$ cat config.mk
export PLATFORM = sky130hd
export DESIGN_NAME = cantf_regs
export DESIGN_NICKNAME = d
export VERILOG_FILES = /design/src/include/cantf_pkg.sv /design/src/verilog/cantf_regs.sv /design/src/verilog/cantf_txbuf_mem.sv
export SDC_FILE = /design/constraint.sdc
export NUM_CORES = 1
export LEC_CHECK = 0
export ABC_CLOCK_PERIOD_IN_PS = 8700
export BUFFER_PORTS_ARGS = -buffer_cell sky130_fd_sc_hd__buf_2
export CORE_AREA = 4 4 231 143
export CTS_CLUSTER_DIAMETER = 150
export DETAILED_ROUTE_END_ITERATION = 16
export DIE_AREA = 0 0 235 147
export GPL_TIMING_DRIVEN = 0
export PLACE_DENSITY = 0.8
export SLEW_MARGIN = 20
export SYNTH_ARGS = -nofsm -noshare
export SYNTH_HDL_FRONTEND = slang
export SYNTH_HIERARCHICAL = 1
export SYNTH_SLANG_ARGS = --single-unit
$ cat constraint.sdc
create_clock -name CLK -period 8.7 [get_ports CLK]
set_clock_uncertainty 0.05 [all_clocks]
set_input_delay 2.175 -clock CLK [delete_from_list [all_inputs] [get_ports CLK]]
set_output_delay 2.175 -clock CLK [all_outputs]
set_load 0.005 [all_outputs]
$ cat src/include/cantf_pkg.sv
// shared constants for the transmit select / acceptance control register block
// assumes a 32-bit apb slave with byte addresses and registers in the low byte
package cantf_pkg;

	// ========================================================================
	// bus and register map
	localparam int ADDR_W = 8;
	localparam int DATA_W = 32;
	localparam logic [7:0] OFS_TX_SEL = 8'h00;
	localparam logic [7:0] OFS_ACC_CTRL = 8'h04;
	localparam logic [7:0] OFS_MISC = 8'h08;
	localparam logic [7:0] OFS_RX_ERR = 8'h0c;
	localparam logic [7:0] OFS_TX_FLAG = 8'h10;
	localparam logic [7:0] OFS_WIN_BASE = 8'h40;
	localparam logic [7:0] OFS_WIN_LAST = 8'h7c;

	// ========================================================================
	// transmit buffers and access window
	localparam int NUM_TXBUF = 3;
	localparam int WIN_BYTES = 16;
	localparam int WIN_IDX_W = 4;
	localparam int MEM_ADDR_W = 6;
	localparam int MEM_DEPTH = NUM_TXBUF * WIN_BYTES;

	// ========================================================================
	// field positions
	localparam int TX_SEL_LSB = 0;
	localparam int TX_SEL_MSB = 2;
	localparam int ACC_MODE_LSB = 4;
	localparam int ACC_MODE_MSB = 5;
	localparam int HIT_LSB = 0;
	localparam int HIT_MSB = 2;
	localparam int BUSOFF_HOLD_BIT = 0;

	// ========================================================================
	// reset values and encodings
	localparam logic [2:0] TX_SEL_RESET = 3'h0;
	localparam logic [1:0] ACC_MODE_RESET = 2'h0;
	localparam logic [2:0] HIT_RESET = 3'h0;
	localparam logic [1:0] MODE_TWO_32 = 2'h0;
	localparam logic [1:0] MODE_FOUR_16 = 2'h1;
	localparam logic [1:0] MODE_EIGHT_8 = 2'h2;
	localparam logic [1:0] MODE_CLOSED = 2'h3;

	// ========================================================================
	// bus answer sequence
	typedef enum logic [0:0] {
		APB_IDLE,
		APB_ANSWER
	} cantf_apb_e;

endpackage : cantf_pkg

$ cat src/verilog/cantf_regs.sv
// register logic for transmit buffer select, acceptance control, bus-off hold
// and receive error visibility, reached over apb
// assumes init/sleep handshakes, tx empty flags and receive events are
// synchronous to CLK and driven by the rest of the controller
//
// Overview of operation
// select register forced to reset while init request and ack both high
// select register written only when init request and ack both low
// select read returns only its lowest set bit, others zero
// window maps the buffer of the lowest set select bit
// window access blocked while selected buffer is scheduled, empty flag low
// no window access when no select bit is set
// software reads the flag register and writes it to select
// acceptance control written only in init mode; filter hit read-only
// mode bits 5:4 pick 2x32, 4x16, 8x8 filters or closed
// closed mode accepts nothing and never reloads the foreground buffer
// filter hit bits 2:0 give the number of the matching filter
// filter hit follows the foreground buffer, updated on each shift in
// misc register flags clear on written one, zero ignored
// bus-off hold set on bus-off entry if enabled; clearing asks recovery
// receive error count valid only in sleep or init; writes ignored
// receive error count readable as a read-only register
// tx empty flag reads one when empty, zero when scheduled
// unused upper register bits read zero and ignore writes
`timescale 1ns/1ps

module cantf_regs
	import cantf_pkg::*;
(
	input wire logic CLK,
	input wire logic RST_N,
	input wire logic PSEL,
	input wire logic PENABLE,
	input wire logic PWRITE,
	input wire logic [cantf_pkg::ADDR_W-1:0] PADDR,
	input wire logic [cantf_pkg::DATA_W-1:0] PWDATA,
	output logic [cantf_pkg::DATA_W-1:0] PRDATA,
	output logic PREADY,
	output logic PSLVERR,
	input wire logic INIT_REQUEST,
	input wire logic INIT_ACK,
	input wire logic SLEEP_REQUEST,
	input wire logic SLEEP_ACK,
	input wire logic [cantf_pkg::NUM_TXBUF-1:0] TX_EMPTY_FLAG,
	input wire logic BUSOFF_RECOVERY_MODE,
	input wire logic BUSOFF_ENTER,
	input wire logic RX_FG_SHIFT,
	input wire logic [2:0] RX_FILTER_NUM,
	input wire logic [7:0] RX_ERR_COUNT,
	output logic [cantf_pkg::NUM_TXBUF-1:0] TX_WINDOW_SEL,
	output logic [1:0] ACCEPTANCE_MODE,
	output logic RX_ACCEPT_ENABLE,
	output logic BUSOFF_HOLD,
	output logic BUSOFF_RECOVER_REQ
);

	// ========================================================================
	// helpers
	function automatic logic [2:0] lowest_bit(input logic [2:0] v);
		logic [2:0] r;
		r = 3'h0;
		if (v[0])
			r = 3'h1;
		else if (v[1])
			r = 3'h2;
		else if (v[2])
			r = 3'h4;
		return r;
	endfunction : lowest_bit

	function automatic logic [1:0] buf_index(input logic [2:0] onehot);
		logic [1:0] r;
		r = 2'h0;
		if (onehot[1])
			r = 2'h1;
		else if (onehot[2])
			r = 2'h2;
		return r;
	endfunction : buf_index

	// ========================================================================
	// state
	cantf_apb_e apb_st_q;
	logic pready_q;
	logic pslverr_q;
	logic [31:0] prdata_q;
	logic [2:0] tx_sel_q;
	logic [1:0] acc_mode_q;
	logic [2:0] hit_q;
	logic hold_q;
	logic recover_q;
	logic [2:0] win_sel_q;
	logic accept_en_q;
	logic [7:0] mem_rdata;

	logic init_mode;
	logic run_mode;
	logic [2:0] sel_low;
	logic win_hit;
	logic win_blocked;
	logic known_addr;
	logic bad_access;
	logic wr_fire;
	logic clr_hold;
	logic [cantf_pkg::MEM_ADDR_W-1:0] mem_addr;
	logic [31:0] rd_value;

	assign init_mode = INIT_REQUEST && INIT_ACK;
	assign run_mode = !INIT_REQUEST && !INIT_ACK;
	assign sel_low = lowest_bit(tx_sel_q);

	// ========================================================================
	// address decode
	assign win_hit = (PADDR >= OFS_WIN_BASE) && (PADDR <= OFS_WIN_LAST)
		&& (PADDR[1:0] == 2'h0);
	// blocked when nothing is selected or the chosen buffer is queued
	assign win_blocked = (sel_low == 3'h0)
		|| ((sel_low & TX_EMPTY_FLAG) == 3'h0);
	always_comb
	begin
		unique case (PADDR)
			OFS_TX_SEL, OFS_ACC_CTRL, OFS_MISC, OFS_RX_ERR, OFS_TX_FLAG:
				known_addr = 1'b1;
			default:
				known_addr = win_hit;
		endcase
	end
	assign bad_access = !known_addr || (win_hit && win_blocked);
	assign wr_fire = PSEL && PENABLE && PWRITE && pready_q && !bad_access;
	assign mem_addr = {buf_index(sel_low), PADDR[WIN_IDX_W+1:2]};

	// ========================================================================
	// read mux, unused bits zero
	always_comb
	begin
		rd_value = 32'h0;
		if (win_hit)
			rd_value[7:0] = win_blocked ? 8'h00 : mem_rdata;
		else
		begin
			unique case (PADDR)
				OFS_TX_SEL:
					rd_value[TX_SEL_MSB:TX_SEL_LSB] = sel_low;
				OFS_ACC_CTRL:
				begin
					rd_value[ACC_MODE_MSB:ACC_MODE_LSB] = acc_mode_q;
					rd_value[HIT_MSB:HIT_LSB] = hit_q;
				end
				OFS_MISC:
					rd_value[BUSOFF_HOLD_BIT] = hold_q;
				// value is only trustworthy in sleep or init mode
				OFS_RX_ERR:
					rd_value[7:0] = RX_ERR_COUNT;
				// software copies this into select to pick a free buffer
				OFS_TX_FLAG:
					rd_value[TX_SEL_MSB:TX_SEL_LSB] = TX_EMPTY_FLAG;
				default:
					rd_value = 32'h0;
			endcase
		end
	end

	// ========================================================================
	// apb answer: one wait state so window read data can settle
	always_ff @(posedge CLK or negedge RST_N)
	begin
		if (!RST_N)
		begin
			apb_st_q <= APB_IDLE;
			pready_q <= 1'b0;
			pslverr_q <= 1'b0;
			prdata_q <= 32'h0;
		end
		else
		begin
			unique case (apb_st_q)
				APB_IDLE:
				begin
					if (PSEL && PENABLE)
					begin
						apb_st_q <= APB_ANSWER;
						pready_q <= 1'b1;
						pslverr_q <= bad_access;
						prdata_q <= (PWRITE || bad_access) ? 32'h0 : rd_value;
					end
				end
				APB_ANSWER:
				begin
					apb_st_q <= APB_IDLE;
					pready_q <= 1'b0;
					pslverr_q <= 1'b0;
				end
			endcase
		end
	end

	// ========================================================================
	// transmit buffer select
	always_ff @(posedge CLK or negedge RST_N)
	begin
		if (!RST_N)
		begin
			tx_sel_q <= TX_SEL_RESET;
		end
		else if (init_mode)
		begin
			tx_sel_q <= TX_SEL_RESET;
		end
		else if (wr_fire && run_mode && PADDR == OFS_TX_SEL)
		begin
			tx_sel_q <= PWDATA[TX_SEL_MSB:TX_SEL_LSB];
		end
	end

	always_ff @(posedge CLK or negedge RST_N)
	begin
		if (!RST_N)
		begin
			win_sel_q <= TX_SEL_RESET;
		end
		else
		begin
			win_sel_q <= sel_low;
		end
	end

	// ========================================================================
	// acceptance mode and filter hit
	always_ff @(posedge CLK or negedge RST_N)
	begin
		if (!RST_N)
		begin
			acc_mode_q <= ACC_MODE_RESET;
		end
		else if (wr_fire && init_mode && PADDR == OFS_ACC_CTRL)
		begin
			acc_mode_q <= PWDATA[ACC_MODE_MSB:ACC_MODE_LSB];
		end
	end

	// hit bits are never written by software
	always_ff @(posedge CLK or negedge RST_N)
	begin
		if (!RST_N)
		begin
			hit_q <= HIT_RESET;
		end
		else if (RX_FG_SHIFT && acc_mode_q != MODE_CLOSED)
		begin
			hit_q <= RX_FILTER_NUM;
		end
	end

	always_ff @(posedge CLK or negedge RST_N)
	begin
		if (!RST_N)
		begin
			accept_en_q <= 1'b1;
		end
		else
		begin
			accept_en_q <= (acc_mode_q != MODE_CLOSED);
		end
	end

	// ========================================================================
	// bus-off hold, write one to clear; a new entry beats a clear
	assign clr_hold = wr_fire && PADDR == OFS_MISC
		&& PWDATA[BUSOFF_HOLD_BIT];

	always_ff @(posedge CLK or negedge RST_N)
	begin
		if (!RST_N)
		begin
			hold_q <= 1'b0;
		end
		else if (BUSOFF_ENTER && BUSOFF_RECOVERY_MODE)
		begin
			hold_q <= 1'b1;
		end
		else if (clr_hold)
		begin
			hold_q <= 1'b0;
		end
	end

	// recovery asked only when a held state is really released
	always_ff @(posedge CLK or negedge RST_N)
	begin
		if (!RST_N)
		begin
			recover_q <= 1'b0;
		end
		else
		begin
			recover_q <= clr_hold && hold_q
				&& !(BUSOFF_ENTER && BUSOFF_RECOVERY_MODE);
		end
	end

	// ========================================================================
	// window storage
	cantf_txbuf_mem u_mem (
		.clk(CLK),
		.rst_n(RST_N),
		.wr_en(wr_fire && win_hit),
		.addr(mem_addr),
		.wdata(PWDATA[7:0]),
		.rdata(mem_rdata)
	);

	// ========================================================================
	// outputs
	assign PRDATA = prdata_q;
	assign PREADY = pready_q;
	assign PSLVERR = pslverr_q;
	assign TX_WINDOW_SEL = win_sel_q;
	assign ACCEPTANCE_MODE = acc_mode_q;
	assign RX_ACCEPT_ENABLE = accept_en_q;
	assign BUSOFF_HOLD = hold_q;
	assign BUSOFF_RECOVER_REQ = recover_q;

endmodule : cantf_regs

$ cat src/verilog/cantf_txbuf_mem.sv
// storage behind the shared transmit access window, three buffers of bytes
// assumes the caller gates writes; read data come one clock after address
`timescale 1ns/1ps

module cantf_txbuf_mem
	import cantf_pkg::*;
(
	input wire logic clk,
	input wire logic rst_n,
	input wire logic wr_en,
	input wire logic [cantf_pkg::MEM_ADDR_W-1:0] addr,
	input wire logic [7:0] wdata,
	output logic [7:0] rdata
);

	// ========================================================================
	// storage
	logic [7:0] mem_q [cantf_pkg::MEM_DEPTH];
	logic [7:0] rdata_q;

	// no reset on the array: contents are undefined until software loads them
	always_ff @(posedge clk)
	begin
		if (wr_en)
		begin
			mem_q[addr] <= wdata;
		end
	end

	// ========================================================================
	// registered read port
	always_ff @(posedge clk or negedge rst_n)
	begin
		if (!rst_n)
		begin
			rdata_q <= 8'h00;
		end
		else
		begin
			rdata_q <= mem_q[addr];
		end
	end

	assign rdata = rdata_q;

endmodule : cantf_txbuf_mem
==> results.md <==
* Outcome: finished clean
* Vias in the first global route at 10.39k
* WHS at 0.4287 ns
* CP Max Fanout at 10
* Flop-to-flop setup slack at 4.59 ns
* Critical Path Most Common Cell: buf_2
* FF-to-FF path depth at 8
* Area leader, netlist: edfxtp_1
* Critical path startpoint category: primary input
* Most frequent cell after synthesis: edfxtp_1
* Clock power share at 39.4%
* Post-CTS Setup Inserts at 0
* Worst-margin pin slew at 1.099 ns
* Vias at 11.14k
* Power Total at 4.081 mW
* Pint at 3.153 mW
* Post-Route WL at 50.83 mm
* LEAKAGE at 6.284 nW
* Synth cell types at 69
* Clock sinks at 417
* RR Startpoint: tx_sel_q[0]
* Layout cells sized above 1 at 21.05%
* Slowest stage cell, crit path: nor2_1
* First-pass GRT wire length at 72.50 mm
* Worst slack, placed at 2.775 ns
* Initial antenna violation count at 1
* Share of the synthesized area in the top cell type at 68.79%
* Worst R2R End: u_mem/mem_q[34][2]
* Comb pwr share at 6.8%
* Switch share at 22.75%
* Syn Inst Count at 1036
* Peak VDD IR at 0.2082 mV
* Hold Crit Endpoint: PSLVERR
* Final Hold Viols at 0
* Primary FF master, synth: edfxtp_1
* Delay-heaviest family, CP: simple AND/OR/NAND/NOR gates
* Final ANT Viol Nets at 0
* Switching power total at 928.6 µW
* Sequential power share at 53.9%
* Total CTS buffers at 38
* Via/cell ratio at 6.965
* Number of I/O port buffers at 57
* Async SR Flop Fraction at 7.914%
* Synth top area cells: edfxtp_1, dfrtp_1, a221oi_1, mux2_2, nor2_1
* Worst-path cell chain: buf_2, or3_4, a2111oi_2, buf_2, nor2b_1, nand2_1, or3_1, buf_1, nor2_1
* Synth warn at 6
* Critical Path AT at 5.70 ns
* Setup-failing EPs final at 0
* Critical Path RT at 8.80 ns
* Relative slew slack at 26.49%
* Initial core utilization at 54.35%
* Final Worst Setup Slack at 3.100 ns
* Core area at 30840 µm²
* Die area at 34550 µm²
* Buf+Inv Stages, Crit Path at 3
* Final Critical Period at 5.600 ns
* Max cap viols at 0
* Post-DP HPWL at 34.02 mm
* H-tree Lvls at 2
* Num rows at 50
* Longest Clk Path Bufs at 3
* Slew Viols, Final at 0
* Initial DRC count at 2077
* GRT overflow at 0
* GP Congestion at 1.013
* Reg clk slew, reported paths at 0.06 ns
* Worst-skew pair later-pin latency at 0.55 ns
* CP Capture Type: flop
* CTS tree: done
* Sequential fraction of the synthesis area at 73.73%
* Worst hold path type: reg -> reg
* DR DRC count at 0
* CP max stage delay at 0.87 ns
* Hold Path Origin: apb_st_q
* FF+latch count, synth at 417
* Wire per inst at 31.77 µm
* Tot GR Track Use at 28.86%
* EDFF count, synth at 384
* Upper clock frequency limit at 178.6 MHz
* Largest net degree at the start of global routing at 51
* RSZ-0062 raised after global routing: no
* Clk root buf: clkbuf_16
* Util after Layout at 61.10%
* Die height at 147 µm
* Post-CTS Hold Buffers at 0
* Hold Path Depth at 1
* Synth Area per Inst at 16.18 µm²
* Setup TNS at 0 ns
* PwrDens at 216.6 nW/µm²
* Critical path class: in -> reg
* Synth Cell Area at 16760 µm²
* Io pins at 108
* Final #Nets at 1222
* Gates resized, CTS repair at 0
* DR pass1 iterations at 8
* Area grow syn2layout at 12.41%
* Die W at 235 µm
* Final worst path period share at 64.37%
* Post-synth top cells: edfxtp_1, nor2_1, a221oi_1, nand2_1, mux2_2
==> registers in the layout (all words and copies together), names as in the netlist <==
register and flops:
ACCEPTANCE_MODE 2, BUSOFF_HOLD 1, BUSOFF_RECOVER_REQ 1, PRDATA 8, PREADY 1, PSLVERR 1
RX_ACCEPT_ENABLE 1, TX_WINDOW_SEL 3, apb_st_q 1, hit_q 3, tx_sel_q 3, u_mem/mem_q 384
u_mem/rdata 8
==> layout by cell type, fill, tap and decap left out, types with 5 or more instances in the layout <==
cell,instances
and2_1,8
o221ai_1,6
mux2i_1,23
mux2_1,9
a221oi_1,84
mux4_2,10
o21ai_1,12
a32oi_1,9
clkinv_2,8
o21ai_0,21
nor2b_1,12
a22oi_1,29
buf_6,8
nor2_1,85
o211ai_1,10
nand2_1,49
o22ai_1,13
nand3_1,9
buf_4,31
buf_2,87
dfrtp_1,32
a221o_1,8
clkbuf_16,39
clkbuf_1,19
mux2_2,34
a211oi_1,5
o2111ai_1,6
clkinv_1,10
conb_1,24
edfxtp_1,384
a21oi_1,15
==> kinds of logic after synthesis <==
group | share of synthesized area [%]
and+or+nand+nor | 5.837
AOI/OAI and AO/OA | 11.32
muxes | 5.695
DFF | 73.73
buffers and inverters | 3.404
other | 0.02237
==> per-layer routing <==
| metal | vias to the layer above | global-route usage, % | wire, µm |
|---|---|---|---|
| li1 | 4392 | - | - |
| met1 | 5565 | 42.25 | 19160 |
| met2 | 1047 | 38.46 | 20420 |
| met3 | 138 | 14.56 | 9899 |
| met4 | 2 | 7.318 | 1343 |
| met5 | - | 0 | 13 |
==> area by class of cell <==
type	instances	area [µm²]
repair buffers	57	285.3
diodes	1	2.502
clock inverters	25	182.7
well taps	416	520.5
plain buffers	87	540.5
multi-input cells	547	3936
clock buffers	42	987.2
fillers	2254	12000
flip-flops and latches	417	12360
inverters	8	30.03
==> per-stage QoR <==
step	cells	cell area, µm²
detailed placement	1532	17660
finish	1600	18840
global placement	1532	17650
CTS	1599	18830
floorplan	1059	16850
global route	1599	18840
==> worst max-delay path by stage <==
stage | startpoint | to | slack, ns | cells past startpoint
after floorplan | PADDR[1] | u_mem/mem_q[36][0] | 3.93 | 8
after global placement | PADDR[1] | u_mem/mem_q[34][3] | 2.87 | 9
after detailed placement | PADDR[1] | u_mem/mem_q[34][3] | 2.77 | 9
after CTS | PADDR[1] | u_mem/mem_q[34][2] | 3.33 | 9
after global routing | PADDR[1] | u_mem/mem_q[34][4] | 3.03 | 9
final | PADDR[1] | u_mem/mem_q[34][2] | 3.10 | 9
==> power by group through the flow <==
stage	Sequential [mW]	Combinational [mW]	Clock, mW
5_1_grt	2.20	0.282	1.71
3_3_place_gp	2.24	0.251	0
6_report	2.20	0.277	1.61
3_5_place_dp	2.24	0.256	0
4_1_cts	2.20	0.258	1.61
2_1_floorplan	2.24	0.128	0
Power figures use the tool's default switching activity.
